[src/pixel_memory_write_consts.svh]
/*
 Constants of the pixel memory write path: operation codes, host bus width
 codes, pointer stepping and reset values.
 Assumes inclusion by bare name from the design module, the checker and the bench.
*/
`ifndef PIXEL_MEMORY_WRITE_CONSTS_SVH
`define PIXEL_MEMORY_WRITE_CONSTS_SVH

// Combine operation codes
`define OP_REPLACE      3'h0
`define OP_OR           3'h1
`define OP_AND          3'h2
`define OP_XOR          3'h3
`define OP_STORED_MATCH 3'h4
`define OP_STORED_MISS  3'h5
`define OP_HOST_MATCH   3'h6
`define OP_HOST_MISS    3'h7

// Host bus width codes
`define BUS_W18         2'h0
`define BUS_W16         2'h1
`define BUS_W9          2'h2
`define BUS_W8          2'h3

// Vertical step adds one raster row, the pointer high byte
`define ROW_STEP        16'h0100
`define COL_STEP        16'h0001

// Field positions within the pointer
`define COL_LSB         0
`define ROW_LSB         8

// Reset values
`define PTR_RESET       16'h0000
`define WORD_RESET      16'h0000

`endif

[src/pixel_memory_write_pkg.sv]
/*
 Types shared by the pixel memory write path.
 Assumes pixel_memory_write_consts.svh is on the include path.
*/
package pixel_memory_write_pkg;
    typedef enum logic [1:0]
    {
        st_idle,
        st_read,
        st_latch,
        st_write
    } engine_state_t;
endpackage

[src/pixel_memory_window_graphics_write.sv]
/*
 Write path into the pixel memory: two-entry input buffer, window-confined
 pointer stepping and per-word graphics operations (mask, logic, compare).
 Assumes a synchronous pixel memory on clk: a read pulse on mem_re returns
 mem_rdata in the next cycle; all control inputs come from logic on clk.
*/
// Notes on behaviour
// - Keep consecutive writes inside the 8-bit window bounds.
// - Horizontal: step pointer by one, continue one row below at edge, or at the top row after the last row.
// - Vertical: add 256; past bottom return to top, column +1 or -1 per step sign.
// - Code 000 replaces; direction bit picks horizontal or vertical.
// - Codes 110/111 compare host word with match value as a word.
// - Codes 001-011 combine stored and host words; 001 is OR.
// - Stored word goes to an internal latch, never to the host.
// - Codes 100/101 replace conditionally, stepping per direction bit.
// - Mask bit 0 writes the operation result bit, 1 keeps the stored bit.
// - 18-bit and 9-bit hosts get only plain replacement modes.
// - Protect mask applies only on 8-bit and 16-bit host buses.
// - Codes 100/101 compare stored word with match value per byte.
`include "pixel_memory_write_consts.svh"

module pixel_memory_window_graphics_write
#(
    parameter int DATA_W = 16
)
(
    input  wire logic              clk,
    input  wire logic              rst_n,
    input  wire logic              clk_en,
    input  wire logic [7:0]        win_col_first,
    input  wire logic [7:0]        win_col_last,
    input  wire logic [7:0]        win_row_first,
    input  wire logic [7:0]        win_row_last,
    input  wire logic              write_direction_select,
    input  wire logic              step_sign,
    input  wire logic [2:0]        combine_op_code,
    input  wire logic [DATA_W-1:0] bit_protect_mask,
    input  wire logic [DATA_W-1:0] match_value,
    input  wire logic [1:0]        bus_width_code,
    input  wire logic              burst_write_enable,
    input  wire logic              burst_direction_flag,
    input  wire logic              pointer_load,
    input  wire logic [15:0]       memory_pointer,
    input  wire logic              in_valid,
    input  wire logic [DATA_W-1:0] in_data,
    output logic                   in_ready,
    output logic [15:0]            pixel_pointer,
    output logic [15:0]            mem_addr,
    output logic [DATA_W-1:0]      mem_wdata,
    output logic                   mem_we,
    output logic                   mem_re,
    input  wire logic [DATA_W-1:0] mem_rdata,
    output logic                   busy
);

    localparam int NBYTES = DATA_W / 8;

    generate
        if (DATA_W != 16)
        begin : g_bad_width
            $error("DATA_W must be 16");
        end
    endgenerate

    // Two-entry input buffer
    logic [DATA_W-1:0] buf_word_reg [0:1];
    logic [DATA_W-1:0] buf_word_next [0:1];
    logic [1:0]        buf_count_reg;
    logic [1:0]        buf_count_next;
    logic              in_ready_reg;
    logic              in_ready_next;
    logic              buf_pop;
    logic              buf_push;

    // Write engine
    pixel_memory_write_pkg::engine_state_t state_reg;
    pixel_memory_write_pkg::engine_state_t state_next;
    logic [15:0]       ptr_reg;
    logic [15:0]       ptr_next;
    logic [DATA_W-1:0] host_word_reg;
    logic [DATA_W-1:0] host_word_next;
    logic [DATA_W-1:0] read_latch_reg;
    logic [DATA_W-1:0] read_latch_next;
    logic [15:0]       mem_addr_reg;
    logic [15:0]       mem_addr_next;
    logic [DATA_W-1:0] mem_wdata_reg;
    logic [DATA_W-1:0] mem_wdata_next;
    logic              mem_we_reg;
    logic              mem_we_next;
    logic              mem_re_reg;
    logic              mem_re_next;

    logic              narrow_ok;
    logic [2:0]        eff_op;
    logic [DATA_W-1:0] eff_mask;
    logic              need_read;
    logic [DATA_W-1:0] combined;
    logic [DATA_W-1:0] byte_keep;
    logic              word_write;
    logic [DATA_W-1:0] merged;
    logic [15:0]       stepped;
    logic [7:0]        cur_col;
    logic [7:0]        cur_row;

    assign narrow_ok = (bus_width_code == `BUS_W16) ||
                       (bus_width_code == `BUS_W8);
    assign eff_op    = narrow_ok ? combine_op_code : `OP_REPLACE;
    assign eff_mask  = narrow_ok ? bit_protect_mask : '0;
    assign need_read = (eff_op != `OP_REPLACE) &&
                       (eff_op != `OP_HOST_MATCH) &&
                       (eff_op != `OP_HOST_MISS);

    assign cur_col = ptr_reg[`COL_LSB +: 8];
    assign cur_row = ptr_reg[`ROW_LSB +: 8];

    // Per-byte keep mask for the stored-data compare modes
    genvar gb;
    generate
        for (gb = 0; gb < NBYTES; gb++)
        begin : g_byte_cmp
            logic same;
            assign same = read_latch_reg[gb*8 +: 8] == match_value[gb*8 +: 8];
            assign byte_keep[gb*8 +: 8] =
                ((eff_op == `OP_STORED_MATCH) && !same) ||
                ((eff_op == `OP_STORED_MISS) && same) ? 8'hff : 8'h00;
        end
    endgenerate

    // Operation result before masking
    always_comb
    begin
        combined   = host_word_reg;
        word_write = 1'b1;
        case (eff_op)
            `OP_REPLACE:
                combined = host_word_reg;
            `OP_OR:
                combined = read_latch_reg | host_word_reg;
            `OP_AND:
                combined = read_latch_reg & host_word_reg;
            `OP_XOR:
                combined = read_latch_reg ^ host_word_reg;
            `OP_STORED_MATCH, `OP_STORED_MISS:
                combined = (host_word_reg & ~byte_keep) |
                           (read_latch_reg & byte_keep);
            `OP_HOST_MATCH:
                word_write = (host_word_reg == match_value);
            `OP_HOST_MISS:
                word_write = (host_word_reg != match_value);
            default:
                combined = host_word_reg;
        endcase
    end

    // Protected bits keep the stored value
    assign merged = combined & ~eff_mask | read_latch_reg & eff_mask;

    // Next pointer, wrapping at the window edges
    always_comb
    begin
        stepped = ptr_reg;
        if (!write_direction_select)
        begin
            if (step_sign)
            begin
                if (cur_col == win_col_last)
                    stepped = {cur_row == win_row_last ? win_row_first
                               : 8'(cur_row + 8'h01), win_col_first};
                else
                    stepped = ptr_reg + `COL_STEP;
            end
            else
            begin
                if (cur_col == win_col_first)
                    stepped = {cur_row == win_row_last ? win_row_first
                               : 8'(cur_row + 8'h01), win_col_last};
                else
                    stepped = ptr_reg - `COL_STEP;
            end
        end
        else
        begin
            if (cur_row == win_row_last)
            begin
                if (step_sign)
                    stepped = {win_row_first, cur_col == win_col_last
                               ? win_col_first : 8'(cur_col + 8'h01)};
                else
                    stepped = {win_row_first, cur_col == win_col_first
                               ? win_col_last : 8'(cur_col - 8'h01)};
            end
            else
                stepped = ptr_reg + `ROW_STEP;
        end
    end

    // Engine sequencing
    always_comb
    begin
        state_next      = state_reg;
        ptr_next        = ptr_reg;
        host_word_next  = host_word_reg;
        read_latch_next = read_latch_reg;
        mem_addr_next   = mem_addr_reg;
        mem_wdata_next  = mem_wdata_reg;
        mem_we_next     = 1'b0;
        mem_re_next     = 1'b0;
        buf_pop         = 1'b0;
        case (state_reg)
            pixel_memory_write_pkg::st_idle:
            begin
                if (pointer_load)
                    ptr_next = memory_pointer;
                else if (buf_count_reg != 2'h0)
                begin
                    buf_pop        = 1'b1;
                    host_word_next = buf_word_reg[0];
                    mem_addr_next  = ptr_reg;
                    if (need_read || (eff_mask != '0))
                    begin
                        mem_re_next = 1'b1;
                        state_next  = pixel_memory_write_pkg::st_read;
                    end
                    else
                    begin
                        read_latch_next = `WORD_RESET;
                        state_next      = pixel_memory_write_pkg::st_write;
                    end
                end
            end
            pixel_memory_write_pkg::st_read:
                state_next = pixel_memory_write_pkg::st_latch;
            pixel_memory_write_pkg::st_latch:
            begin
                read_latch_next = mem_rdata;
                state_next      = pixel_memory_write_pkg::st_write;
            end
            pixel_memory_write_pkg::st_write:
            begin
                mem_wdata_next = merged;
                mem_we_next    = word_write;
                ptr_next       = stepped;
                state_next     = pixel_memory_write_pkg::st_idle;
            end
            default:
                state_next = pixel_memory_write_pkg::st_idle;
        endcase
    end

    // Buffer bookkeeping; ready is registered so it leads the count by one
    assign buf_push = in_valid && in_ready_reg;

    always_comb
    begin
        buf_word_next[0] = buf_word_reg[0];
        buf_word_next[1] = buf_word_reg[1];
        buf_count_next   = buf_count_reg;
        if (buf_pop)
        begin
            buf_word_next[0] = buf_word_reg[1];
            buf_count_next   = 2'(buf_count_next - 2'h1);
        end
        if (buf_push)
        begin
            buf_word_next[buf_count_next[0]] = in_data;
            buf_count_next = 2'(buf_count_next + 2'h1);
        end
        in_ready_next = (buf_count_next < 2'h2) &&
                        !(buf_push && buf_count_next == 2'h1);
    end

    always_ff @(posedge clk or negedge rst_n)
    begin
        if (!rst_n)
        begin
            buf_word_reg[0] <= `WORD_RESET;
            buf_word_reg[1] <= `WORD_RESET;
            buf_count_reg   <= 2'h0;
            in_ready_reg    <= 1'b0;
        end
        else if (clk_en)
        begin
            buf_word_reg[0] <= buf_word_next[0];
            buf_word_reg[1] <= buf_word_next[1];
            buf_count_reg   <= buf_count_next;
            in_ready_reg    <= in_ready_next;
        end
    end

    always_ff @(posedge clk or negedge rst_n)
    begin
        if (!rst_n)
        begin
            state_reg      <= pixel_memory_write_pkg::st_idle;
            ptr_reg        <= `PTR_RESET;
            host_word_reg  <= `WORD_RESET;
            read_latch_reg <= `WORD_RESET;
            mem_addr_reg   <= `PTR_RESET;
            mem_wdata_reg  <= `WORD_RESET;
            mem_we_reg     <= 1'b0;
            mem_re_reg     <= 1'b0;
        end
        else if (clk_en)
        begin
            state_reg      <= state_next;
            ptr_reg        <= ptr_next;
            host_word_reg  <= host_word_next;
            read_latch_reg <= read_latch_next;
            mem_addr_reg   <= mem_addr_next;
            mem_wdata_reg  <= mem_wdata_next;
            mem_we_reg     <= mem_we_next;
            mem_re_reg     <= mem_re_next;
        end
    end

    // Busy also covers the write pulse, so memory is settled when it drops
    logic busy_reg;
    logic busy_next;

    assign busy_next = (state_next != pixel_memory_write_pkg::st_idle) ||
                       (buf_count_next != 2'h0) || mem_we_next;

    always_ff @(posedge clk or negedge rst_n)
    begin
        if (!rst_n)
            busy_reg <= 1'b0;
        else if (clk_en)
            busy_reg <= busy_next;
    end

    assign in_ready      = in_ready_reg;
    assign pixel_pointer = ptr_reg;
    assign mem_addr      = mem_addr_reg;
    assign mem_wdata     = mem_wdata_reg;
    assign mem_we        = mem_we_reg;
    assign mem_re        = mem_re_reg;
    assign busy          = busy_reg;

endmodule

[config.mk]
export PLATFORM = sky130hd
export DESIGN_NAME = pixel_memory_window_graphics_write
export DESIGN_NICKNAME = d
export VERILOG_FILES = /design/src/pixel_memory_write_pkg.sv /design/src/pixel_memory_window_graphics_write.sv
export VERILOG_INCLUDE_DIRS = /design/src
export SDC_FILE = /design/constraint.sdc
export NUM_CORES = 1
export LEC_CHECK = 0
export BUFFER_PORTS_ARGS = -buffer_cell sky130_fd_sc_hd__clkbuf_2
export CAP_MARGIN = 40
export CORE_UTILIZATION = 51
export CTS_BUF_LIST = sky130_fd_sc_hd__clkbuf_8 sky130_fd_sc_hd__clkbuf_16
export DETAILED_ROUTE_END_ITERATION = 8
export GPL_ROUTABILITY_DRIVEN = 0
export PLACE_DENSITY_LB_ADDON = 0.1
export SLEW_MARGIN = 20
export SYNTH_ARGS = -nofsm -noshare
export SYNTH_HDL_FRONTEND = slang
export SYNTH_SLANG_ARGS = --single-unit
[constraint.sdc]
create_clock -name clk -period 2.4 [get_ports clk]
set_input_delay 0.12 -clock clk [delete_from_list [all_inputs] [get_ports clk]]
set_output_delay 0.12 -clock clk [all_outputs]
set_load 0.05 [all_outputs]
Yosys cells after proc, flatten, opt, wreduce, memory -nomap -nowiden --
Index checks and enable logic that the tools add are counted.
Storage, ports and cells: bits in registers 120, input port bits 126, output and inout bits 52, logic and storage cells 136
Operators by class: add/sub/neg operators 8, $lt $le $gt $ge 3, equality and inequality tests 26, muxes and demuxes 40, bitwise logic cells 13, reduce and logical (&&, ||, !) cells 33
Operator list (count):
- $mux W16 | 12
- $and A16 B16 Y16 | 5
- $pmux W16 S2 | 2
- $pmux W16 S4 | 1
- $mux W8 | 6
- $or A16 B16 Y16 | 3
- $eq A8 B8 Y1 | 5
- $bwmux W32 | 1
- $mux W32 | 1
- $not A16 Y16 | 2
- $add A16 B1 Y16 const B | 1
- $add A16 B9 Y16 const B | 1
- $add A8 B1 Y8 const B | 2
- $demux W16 S1 | 1
- $eq A16 B16 Y1 | 1
- $ne A16 B16 Y1 | 1
- $reduce_bool A16 Y1 | 1
- $sub A16 B1 Y16 const B | 1
- $xor A16 B16 Y16 | 1
- $eq A3 B3 Y1 const B | 4
- $logic_and A1 B1 Y1 | 10
- $mux W2 | 5
- $reduce_bool A2 Y1 | 5
- $mux W1 | 8
- other kinds (26) | 43

Depth between registers and ports, before layout --
Gate-level depths: netlist of run 1.
depth in word-level cells 14, depth in mapped cells 10, gate-level depth less buffers 8

Worst setup path after synthesis of run 1 --
Ideal clock, no wire load.
kind reg-to-reg, start point reg ptr_reg[0] (netlist: pixel_pointer[0]), end point reg ptr_reg[8] (netlist: pixel_pointer[8]), arrival 2.567 ns, slack -0.292 ns, stages on the path, launching flop included 9, path through dfrtp_1 > buf_4 > inv_1 > ha_1 > or4b_2 > nor4_4 > o221ai_1 > nor4bb_1 > a2111oi_0
On the way: cells in the longest elaborated chain, start to end 5, elaborated cells between the ends (all ways) 11, those cells by class 3 x add/sub; 2 x eq/ne; 6 x mux
Ends and longest elaborated chain:
- start, declared | line pixel_memory_window_graphics_write.sv:78 | logic [15:0] ptr_reg;
- start signal, assigned | line pixel_memory_window_graphics_write.sv:295 | ptr_reg <= `PTR_RESET;
- start signal, assigned | line pixel_memory_window_graphics_write.sv:306 | ptr_reg <= ptr_next;
- $sub A16 B1 Y16 (no source line), or another cell as far along
- $mux W16, on equally long branches | line pixel_memory_window_graphics_write.sv:174, pixel_memory_window_graphics_write.sv:166
- $mux W16 | line pixel_memory_window_graphics_write.sv:164 | if (step_sign)
- $mux W16 (*) | line pixel_memory_window_graphics_write.sv:162 | if (!write_direction_select)
- $pmux W16 S2 (*) | line pixel_memory_window_graphics_write.sv:209 | case (state_reg)
Mark *: on every way between the ends. The rest lies on a longest branch, timed or not. A chain may end at the register's enable or synchronous reset.

Worst setup path in the final report of run 1 --
start point reg ptr_reg[8] (netlist: pixel_pointer[8]), end point reg ptr_reg[11] (netlist: pixel_pointer[11])
On the way: cells in the longest elaborated chain, start to end 6, elaborated cells between the ends (all ways) 12, those cells by class 4 x add/sub; 1 x eq/ne; 7 x mux
Ends and longest elaborated chain (line):
- $add A8 B1 Y8 or $eq A8 B8 Y1 (tied branches)
- $mux W8 | pixel_memory_window_graphics_write.sv:167, pixel_memory_window_graphics_write.sv:175
- $mux W16, on equally long branches | pixel_memory_window_graphics_write.sv:174, pixel_memory_window_graphics_write.sv:166
- $mux W16 | pixel_memory_window_graphics_write.sv:164
- $mux W16 (*) | pixel_memory_window_graphics_write.sv:162
- $pmux W16 S2 (*) | pixel_memory_window_graphics_write.sv:209
Marks and branches as above.

==> results by group, run 1 <==
Status
  – Outcome: finished clean

Place
  – DPL Wire Length: ~20000 um
  – Post-DP Area: slightly above 10000 um2
  – IO Port Bufs: between 150 and 200
  – Placed insts: 1402

Synth
  – Post-Synth Simple-Gate Area: around 16%
  – Xor/xnor cell area share of the yosys netlist: 8.26%
  – Cells after Synth: roughly 1000
  – Synth area leaders: dfrtp_1 (35%), ha_1 (5.8%), mux2_2 (5.4%), xnor2_1 (4.8%), nand2_1 (3.9%)
  – Syn Nets: ~1200
  – Post-synth EDFFs: 0
  – Top_reg_cell synth: dfrtp_1
  – Yosys warns: 0
  – Register area share after synthesis: approximately 35%
  – Post-synthesis compound-gate area fraction: 22.6%
  – Async SR Flop Fraction: between 90% and 100%
  – Adder-cell share of the synthesized area: 5.75%
  – Mux cell area share after synthesis: under 10%
  – Seq cells post-synth: 120
  – Post-synth top area share: approximately 35%
  – Syn avg cell area: roughly 8.7 um2
  – Post-synth top area cell: dfrtp_1
  – Main combinational cell family by area after synthesis: compound AO/OA/AOI/OAI gates
  – Synthesized area: roughly 8700 um2
  – Yosys cell types: 68

Min path
  – WHS Endpoint: pixel_pointer[0]$_DFFE_PN0P_
  – Number of cells on the worst hold path: 3
  – HP Class: primary input to flop
  – Hold_sp: win_col_first[0]

Drt
  – DR WL/cell: ~18 um
  – Total number of vias: slightly below 9000
  – Pre-Repair DR Iteration Count: 5
  – Remaining antenna violation count: 0
  – Detailed Route WL: roughly 27000 um
  – Via/cell ratio: a little under 6
  – Initial drt markers: 656
  – DRC Markers: 0

Die
  – Row cnt: 47
  – Io pins: 178
  – DIE AREA: roughly 18000 um2
  – Initial core utilization: 52.3%
  – Die W: 133 um
  – Die Y: approximately 130 um
  – Core area: roughly 17000 um2

Timing
  – Clk_skew: approximately 0.0098 ns
  – Period utilisation layout: between 90% and 100%
  – RSZ-0062 raised after global routing: true
  – Hold Fails Final Rpt: 0
  – Worst Max-Slew Pin Slew: ~0.60 ns
  – Final Critical Period: ~2.3 ns
  – Final setup viols: 0
  – Relative slew slack: between 50% and 60%
  – Max frequency: 435 MHz
  – Final Slew Violations: 0

Global route
  – Via count of the first global-routing pass: roughly 8500
  – Initial antenna violation count: 1
  – Gr usage total: between 30% and 40%
  – First-pass GRT wire length: 43800 um
  – GRT overflow: 0
  – Pin count of the biggest net entering global routing: 67

Pwr
  – P_sw: 6.92 mW
  – Pint: 7.60 mW
  – Pwr dens: approximately 1300 nW/um2
  – Worst vdd ir: approximately 1 mV
  – Switch share: between 40% and 50%
  – Overall power: 14.5 mW
  – Leak: between 5 and 6 nW
  – Part of the power in registers: 27.4%
  – Comb power frac: 55.7%
  – Clk pwr share: 16.9%

Finish
  – Ratio of cells with drive above 1 in the final layout: 29.4%
  – Commonest cells after routing, fill and taps aside: clkbuf_2 (173), dfrtp_1 (116), nand2_1 (91), buf_4 (79), nor2_1 (67)
  – Finished Cell Area: between 10000 and 15000 um2
  – Filler cells: ~1400
  – Most common cell after layout, fill and taps aside: clkbuf_2
  – Synthesis-to-layout area growth: 28.4%
  – Nets@finish: 1406
  – Finished Layout Cells: between 1000 and 1500
  – Layout Utilization: between 60% and 70%

Critical path
  – Reg2reg path depth: 6
  – Critical R2R Launch: pixel_pointer[8]$_DFFE_PN0P_
  – Worst setup EP type: flop
  – R2r endpoint: pixel_pointer[11]$_DFFE_PN0P_
  – Critical Path RT: 2.70 ns
  – CP top delay family: simple AND/OR/NAND/NOR gates
  – Worst Path Buf+Inv: 0
  – Critical path class: flop to flop
  – Most used cell, CP: or3_4
  – R2r setup slk: slightly above 0.1 ns
  – CP Cell Sequence: or4_1, or3_4, or3_4, o221a_1, nor3_1, o21ai_1
  – CP Data Arrival Time: roughly 2.6 ns
  – Slowest CP cell: or4_1
  – Crit start category: flop
  – CP Max Fanout: 4
  – CP peak stage delay: about 0.55 ns

Clock network
  – Num CTS Buffers: 17
  – CTS Buffer Depth: 2
  – CTS tree: built
  – Worst-path clk slew: 0.06 ns
  – CTS H-tree depth: 4
  – Clk Latency, worst-skew pair: 0.42 ns
  – Root Driver: clkbuf_16
  – CTS sink cnt: 120

Run
  – Max cap viols: 0
routing by layer:
metal	wire length [um]	global-route usage (%)	vias up
met5	0	0	-
met4	967	15.0	0
met3	1720	6.09	62
met2	11900	47.5	390
met1	12400	44.0	4144
li1	-	-	4133
worst max path at each step:
stage                                             from                             to  slack (ns)  depth (start not counted)
after floorplan           pixel_pointer[6]$_DFFE_PN0P_   pixel_pointer[8]$_DFFE_PN0P_       -0.07                          7
after global placement    pixel_pointer[0]$_DFFE_PN0P_   pixel_pointer[9]$_DFFE_PN0P_        0.12                          7
after detailed placement  pixel_pointer[0]$_DFFE_PN0P_   pixel_pointer[9]$_DFFE_PN0P_        0.05                          7
after CTS                 pixel_pointer[0]$_DFFE_PN0P_   pixel_pointer[9]$_DFFE_PN0P_        0.02                          7
after global routing      pixel_pointer[0]$_DFFE_PN0P_  pixel_pointer[14]$_DFFE_PN0P_      -0.009                          9
final                     pixel_pointer[8]$_DFFE_PN0P_  pixel_pointer[11]$_DFFE_PN0P_        0.10                          6
power by group through the flow:
stage                     clock network (mW)  registers [mW]  logic [mW]
final                                   2.46            3.98        8.08
after floorplan                            0            5.22        4.37
after CTS                               2.51            3.96        8.02
after global placement                     0            3.96        7.77
after global routing                    2.60            4.11        8.84
after detailed placement                   0            3.99        7.92
Yosys cell counts (3+ instances only):
library cell	count
o31ai_1	13
nand3_1	35
a221oi_1	18
nor2_1	68
a22oi_1	8
buf_1	9
mux2i_1	16
xor2_1	34
o21ai_0	59
and4_1	4
o22ai_1	25
or3_1	3
buf_2	11
nor4_1	13
nand2_1	91
dfrtp_1	120
a2111o_1	3
or4_1	3
o211ai_1	9
nor3_1	16
nand4_1	15
xnor2_1	48
inv_1	64
ha_1	40
and3_1	4
mux2_2	42
nor3b_1	5
a21oi_1	62
o221a_2	17
a21o_1	16
o21ai_1	5
clkbuf_1	48
a31oi_1	12
a221o_1	17
and2_1	4
o21a_1	3
tightest hold or removal path, stage by stage:
cell and delay [ns]:
clkbuf_2 0.10, nor2_1 0.11, o41ai_1 0.08
area by class of cell:
| type | instances | area [um2] | area share, % |
|---|---|---|---|
| Multi-Input combinational cell | 744 | 5200 | 46.5 |
| Sequential cell | 120 | 3010 | 26.9 |
| Timing Repair Buffer | 292 | 1880 | 16.8 |
| Clock buffer | 17 | 425 | 3.81 |
| Tap cell | 220 | 275 | 2.47 |
| Inverter | 65 | 244 | 2.19 |
| Clock inverter | 15 | 134 | 1.20 |
| Antenna cell | 1 | 2.50 | 0.0224 |
stage by stage:
stage	setup TNS, ns	hold WS [ns]	setup slack (ns)
after floorplan	-0.127	-0.176	-0.0679
after global placement	0	0.0657	0.119
after detailed placement	0	0.0644	0.0490
after CTS	0	0.0163	0.0173
after global routing	-0.00917	0.0405	-0.00917
final	0	0.0229	0.104
cells by family (layout without fill, tap and decap cells):
group	count (synthesis)	in the layout
buffers and inverters	135	389
other	0	1
muxes	58	58
DFF	120	120
adders and majority gates	40	40
and+or+nand+nor	278	278
AOI/OAI and AO/OA	286	286
xor gates and xnor gates	82	82
what timing repair did:
item,CTS,global route
endpoints found under the setup margin,0,23
buffers inserted,0,1
resized for setup,0,4
hold buffers,38,0
hold endpoints to repair,78,0
(Power assumes the default switching activity.)
==> run 2: changes to the inputs <==
--- a/config.mk
+++ b/config.mk
@@ -8,8 +8,8 @@
 export LEC_CHECK = 0
 export BUFFER_PORTS_ARGS = -buffer_cell sky130_fd_sc_hd__clkbuf_2
 export CAP_MARGIN = 40
-export CORE_UTILIZATION = 51
-export CTS_BUF_LIST = sky130_fd_sc_hd__clkbuf_8 sky130_fd_sc_hd__clkbuf_16
+export CORE_UTILIZATION = 52
+export CTS_BUF_LIST = sky130_fd_sc_hd__clkbuf_2 sky130_fd_sc_hd__clkbuf_4 sky130_fd_sc_hd__clkbuf_8
 export DETAILED_ROUTE_END_ITERATION = 8
 export GPL_ROUTABILITY_DRIVEN = 0
 export PLACE_DENSITY_LB_ADDON = 0.1
==> results by group, run 2 (synthesis results as in run 1) <==
Status
  – Outcome: finished clean

Critical path
  – CP Max Fanout: 4 (unchanged)
  – Crit start category: flop
  – CP Cell Sequence: inv_2, ha_2, or4b_4, nor4_4, buf_4, nand4_1, xnor2_1, a22oi_1, o311ai_1
  – CP Data Arrival Time: 2.67 ns (+0.07 ns)
  – Critical path class: flop to flop
  – Critical Path RT: 2.74 ns (+0.04 ns)
  – CP peak stage delay: 0.51 ns (-0.04 ns)
  – Worst Path Buf+Inv: 2 (+2)
  – Slowest CP cell: or4b_4
  – CP top delay family: simple AND/OR/NAND/NOR gates
  – Worst setup EP type: flop

Global route
  – Via count of the first global-routing pass: 8374 (-1.1%)
  – First-pass GRT wire length: 43100 um (-1.7%)
  – Pin count of the biggest net entering global routing: 58 (-13%)
  – Gr usage total: 31.2% (-0.42 points)
  – GRT overflow: 0 (unchanged)
  – Initial antenna violation count: 0 (-1)

Die
  – Initial core utilization: 54.0% (+1.7 points)
  – DIE AREA: 17200 um2 (-1.9%)
  – Die W: 131 um (-0.95%)
  – Io pins: 178 (unchanged)
  – Row cnt: 46 (-2.1%)
  – Core area: 16100 um2 (-3.2%)
  – Die Y: 131 um (-0.95%)

Drt
  – DRC Markers: 0 (unchanged)
  – Pre-Repair DR Iteration Count: 8 (+3)
  – Total number of vias: 8697 (-0.37%)
  – Via/cell ratio: 5.90 (-0.43%)
  – DR WL/cell: 17.9 um (-2.0%)
  – Detailed Route WL: 26500 um (-1.9%)
  – Remaining antenna violation count: 0 (unchanged)
  – Initial drt markers: 961 (+46%)

Pwr
  – Worst vdd ir: 0.756 mV (-25%)
  – Overall power: 14.1 mW (-3.2%)
  – Leak: 5.13 nW (-0.14%)
  – Pwr dens: 1260 nW/um2 (-2.8%)

Finish
  – Ratio of cells with drive above 1 in the final layout: 29.4% (about the same)
  – Layout Utilization: 69.0% (+1.9 points)
  – Commonest cells after routing, fill and taps aside: clkbuf_2 (173), dfrtp_1 (116), nand2_1 (90), buf_4 (77), nor2_1 (67)
  – Nets@finish: 1412 (+0.43%)
  – Most common cell after layout, fill and taps aside: clkbuf_2
  – Finished Layout Cells: 1475 (+0.068%)
  – # diodes: 0 (-1)
  – Filler cells: 1399 (-0.29%)
  – Finished Cell Area: 11100 um2 (-0.41%)
  – Synthesis-to-layout area growth: 27.8%

Place
  – IO Port Bufs: 174 (unchanged)
  – Placed insts: 1397 (-0.36%)
  – Post-DP Area: 10200 um2 (+0.12%)
  – DPL Wire Length: 19500 um (-0.98%)
  – Pre-CTS WS: 0.0845 ns (+0.0355 ns)

Timing
  – Period utilisation layout: 96.9% (+1.2 points)
  – Final setup viols: 0 (unchanged)
  – Worst Max-Slew Pin Slew: 0.663 ns (+0.0617 ns)
  – Slack of the critical path: 0.0741 ns (-0.0296 ns)
  – RSZ-0062 raised after global routing: true
  – Final Critical Period: 2.33 ns (+0.0296 ns)
  – Relative slew slack: 55.5% (-4.3 points)
  – Max frequency: 430 MHz (-1.3%)
  – Final Slew Violations: 0 (unchanged)
  – Hold_ws: 0.0114 ns (-0.0115 ns)
  – Clk_skew: 0.0108 ns (+0.000953 ns)
  – Hold Fails Final Rpt: 0 (unchanged)
  – Setup TNS: 0 ns (unchanged)

Clock network
  – Root Driver: clkbuf_8
  – CTS H-tree depth: 4 (unchanged)
  – Worst-path clk slew: 0.09 ns (+0.03 ns)
  – Num CTS Buffers: 17 (unchanged)
  – Clk Latency, worst-skew pair: 0.45 ns (+0.03 ns)
  – CTS sink cnt: 120 (unchanged)
  – CTS tree: built
  – CTS Buffer Depth: 2 (unchanged)

Min path
  – HP Class: primary input to async pin

Run
  – Max cap viols: 0 (unchanged)
run 2: final cells by class:
class	count	area, um2	share of cell area [%]
clock buffers	17	234	2.10
inverters	65	244	2.19
repair buffers	298	1980	17.8
clock inverters	15	185	1.67
well taps	216	270	2.43
multi-input cells	744	5200	46.7
flip-flops and latches	120	3010	27.1
run 2: path summary, 6_finish.rpt:
kind,slack [ns],cells past startpoint,from,end
max in group asynchronous,1.65,4,rst_n,async pin
hold / removal,0.01,2,rst_n,mem_wdata[3]$_DFFE_PN0P_
setup reg to reg,0.07,9,pixel_pointer[1]$_DFFE_PN0P_,pixel_pointer[14]$_DFFE_PN0P_
hold reg to reg,0.49,2,buf_word_reg[27]$_DFFE_PN0P_,host_word_reg[11]$_DFFE_PN0P_
min in group clk,0.03,4,bit_protect_mask[1],mem_wdata[1]$_DFFE_PN0P_
setup / recovery,0.07,9,pixel_pointer[1]$_DFFE_PN0P_,pixel_pointer[14]$_DFFE_PN0P_
run 2: repair_timing:
action / 4_1_cts / 5_1_grt
setup endpoints to repair: 0 / 22
buffers inserted: 0 / 2
endpoints found under the hold margin: 112 / 0
hold buffers: 43 / 0
gates resized for setup: 0 / 5
run 2: report_power, final:
| part | internal, mW | switching, mW |
|---|---|---|
| clock | 0.972 | 0.997 |
| combinational | 3.22 | 4.87 |
| sequential | 3.03 | 0.959 |
run 2: routing by layer:
metal | global-route usage (%) | vias to the layer above | routed length (um)
li1 | - | 4122 | -
met1 | 44.3 | 4144 | 12200
met2 | 48.0 | 389 | 11800
met3 | 5.63 | 42 | 1930
met4 | 10.5 | 0 | 549
met5 | 0 | - | 0
run 2: worst register-to-register path: cells and delay by family (launching register included):
| family | cells | cell delay [ns] |
|---|---|---|
| buffers and inverters | 2 | 0.24 |
| AO/OA/AOI/OAI | 2 | 0.37 |
| flip-flops | 1 | 0.44 |
| XOR/XNOR | 1 | 0.19 |
| AND/OR/NAND/NOR | 3 | 0.79 |
| adder cells (fa/ha/maj) | 1 | 0.19 |
==> run 3: changes to the inputs <==
--- a/config.mk
+++ b/config.mk
@@ -8,11 +8,12 @@
 export LEC_CHECK = 0
 export BUFFER_PORTS_ARGS = -buffer_cell sky130_fd_sc_hd__clkbuf_2
 export CAP_MARGIN = 40
-export CORE_UTILIZATION = 52
+export CORE_UTILIZATION = 40
 export CTS_BUF_LIST = sky130_fd_sc_hd__clkbuf_2 sky130_fd_sc_hd__clkbuf_4 sky130_fd_sc_hd__clkbuf_8
 export DETAILED_ROUTE_END_ITERATION = 8
 export GPL_ROUTABILITY_DRIVEN = 0
 export PLACE_DENSITY_LB_ADDON = 0.1
+export SETUP_SLACK_MARGIN = 0.5
 export SLEW_MARGIN = 20
 export SYNTH_ARGS = -nofsm -noshare
 export SYNTH_HDL_FRONTEND = slang
==> results by group, run 3 (synthesis results as in run 1) <==
Status
  – Outcome: finished clean

Die
  – Die W: 149 um (+14%)
  – Core area: 21200 um2 (+31%)
  – Initial core utilization: 41.1% (-13 points)
  – DIE AREA: 22300 um2 (+30%)
  – Io pins: 178 (unchanged)
  – Row cnt: 53 (+15%)
  – Die Y: 149 um (+14%)

Place
  – DPL Wire Length: 21000 um (+7.6%)
  – IO Port Bufs: 174 (unchanged)
  – Placed insts: 1449 (+3.7%)
  – Pre-CTS WS: 0.0480 ns (-0.0364 ns)

Critical path
  – CP peak stage delay: 0.53 ns (+0.02 ns)
  – CP Cell Sequence: or4_4, or3_4, or3_4, a221oi_2, nor3_2, o21ai_1
  – Critical Path RT: 2.77 ns (+0.03 ns)
  – Most used cell, CP: or3_4
  – CP Data Arrival Time: 2.62 ns (-0.05 ns)
  – Worst setup EP type: flop
  – CP Max Fanout: 2 (-2)
  – Crit start category: flop
  – Critical path class: flop to flop
  – R2r setup slk: 0.14 ns (+0.07 ns)
  – Slowest CP cell: or4_4

Drt
  – Remaining antenna violation count: 0 (unchanged)
  – Via/cell ratio: 5.47 (-7.2%)
  – Initial drt markers: 439 (-54%)
  – Pre-Repair DR Iteration Count: 7 (-1)
  – DRC Markers: 0 (unchanged)
  – DR WL/cell: 18.2 um (+1.6%)
  – Total number of vias: 8630 (-0.77%)
  – Detailed Route WL: 28700 um (+8.7%)

Clock network
  – Clk Latency, worst-skew pair: 0.44 ns (about the same)
  – Worst-path clk slew: 0.08 ns (about the same)
  – CTS H-tree depth: 4 (unchanged)
  – Root Driver: clkbuf_8
  – CTS tree: built
  – CTS Buffer Depth: 2 (unchanged)
  – Num CTS Buffers: 17 (unchanged)
  – CTS sink cnt: 120 (unchanged)

Timing
  – Worst Max-Slew Pin Slew: 0.785 ns (+0.122 ns)
  – Final Critical Period: 2.26 ns (-0.0703 ns)
  – Clk_skew: 0.0169 ns (+0.00613 ns)
  – Relative slew slack: 47.3% (-8.2 points)
  – Max frequency: 443 MHz (+3.1%)
  – RSZ-0062 raised after global routing: true
  – Final Slew Violations: 0 (unchanged)
  – Slack of the critical path: 0.144 ns (+0.0703 ns)
  – Hold Fails Final Rpt: 0 (unchanged)
  – Period utilisation layout: 94.0% (-2.9 points)
  – Final setup viols: 0 (unchanged)

Global route
  – Initial antenna violation count: 0 (unchanged)
  – Gr usage total: 25.9% (-5.3 points)
  – Pin count of the biggest net entering global routing: 42 (-28%)
  – Via count of the first global-routing pass: 8177 (-2.4%)
  – First-pass GRT wire length: 44900 um (+4.2%)
  – GRT overflow: 0 (unchanged)

Finish
  – Most common cell after layout, fill and taps aside: clkbuf_2
  – Synthesis-to-layout area growth: 41.0%
  – Nets@finish: 1455 (+3.0%)
  – Finished Layout Cells: 1577 (+6.9%)
  – Commonest cells after routing, fill and taps aside: clkbuf_2 (173), dfrtp_1 (98), buf_4 (97), nand2_1 (88), nor2_1 (62)
  – Ratio of cells with drive above 1 in the final layout: 37.4% (+8.0 points)

Run
  – Max cap viols: 0 (unchanged)

Min path
  – HP Class: primary input to flop

Pwr
  – Worst vdd ir: 0.783 mV (+3.6%)
  – Overall power: 15.3 mW (+9.2%)
  – Pwr dens: 1250 nW/um2 (-1.0%)
  – Leak: 5.52 nW (+7.6%)
run 3: changes by cell type in the layout (fill, tap and decap cells not counted), moves of 11 or more:
cell and delta:
o221a_2 -14, dfrtp_1 -18, mux2_4 +17, a221oi_2 +11, o221a_4 +14, dfrtp_2 +18
a221oi_1 -11, mux2_2 -17, buf_6 +11, buf_4 +20, o21ai_0 -12
run 3: worst max-delay path: cells and delay by family (launching register included):
family	cells	cell delay, ns
compound gates	2	0.41
flops	1	0.44
simple gates	4	1.35
run 3: area by class of cell:
type,count,area [um2]
diodes,1,2.50
clock buffers,21,289
clock inverters,10,119
fillers,1949,8890
inverters,65,254
multi-input cells,744,5780
flip-flops and latches,120,3030
well taps,275,344
repair buffers,341,2440
run 3: routing by layer:
layer | track usage, % | vias up | part of all wire (%)
met2 | 39.0 | 288 | 45
met4 | 6.94 | 0 | 1.6
met5 | 0 | - | 0
met3 | 4.39 | 30 | 6.0
li1 | - | 4223 | -
met1 | 38.1 | 4089 | 47
run 3: path summary, 6_finish.rpt:
| path | from | end | depth (start not counted) |
|---|---|---|---|
| max | pixel_pointer[8]$_DFFE_PN0P_ | pixel_pointer[11]$_DFFE_PN0P_ | 6 |
| min | bit_protect_mask[5] | mem_wdata[5]$_DFFE_PN0P_ | 4 |
| max reg2reg | pixel_pointer[8]$_DFFE_PN0P_ | pixel_pointer[11]$_DFFE_PN0P_ | 6 |
| min reg2reg | mem_wdata[14]$_DFFE_PN0P_ | mem_wdata[14]$_DFFE_PN0P_ | 2 |
| max in group asynchronous | rst_n | pixel_pointer[10]$_DFFE_PN0P_ | 3 |
| min in group asynchronous | rst_n | mem_wdata[3]$_DFFE_PN0P_ | 2 |
run 3: through the flow:
| step | utilization [%] | instance area (um2) | hold WS [ns] | setup TNS [ns] |
|---|---|---|---|---|
| after global routing | 58.0 | 12300 | 0.0300 | 0 |
| after detailed placement | 50.2 | 10600 | 0.0846 | 0 |
| after global placement | 50.2 | 10600 | 0.0892 | 0 |
| after CTS | 56.4 | 11900 | 0.00485 | 0 |
| after floorplan | - | 9200 | -0.176 | -0.0681 |
| final | 58.0 | 12300 | 0.0380 | 0 |
run 3: report_power, final:
| group | switching, mW | total, mW | internal, mW |
|---|---|---|---|
| Sequential | 0.976 | 4.04 | 3.07 |
| Combinational | 5.33 | 9.38 | 4.04 |
| Clock | 0.890 | 1.92 | 1.03 |
| Total | 7.20 | 15.3 | 8.14 |
run 3: what timing repair did:
action                                  in CTS  in global routing
hold buffers                                48                  0
endpoints found under the setup margin      74                 82
cloned                                       1                  0
endpoints found under the hold margin      108                  0
buffers inserted                            30                 17
gates resized for setup                     37                 53
pin swaps                                   22                 34
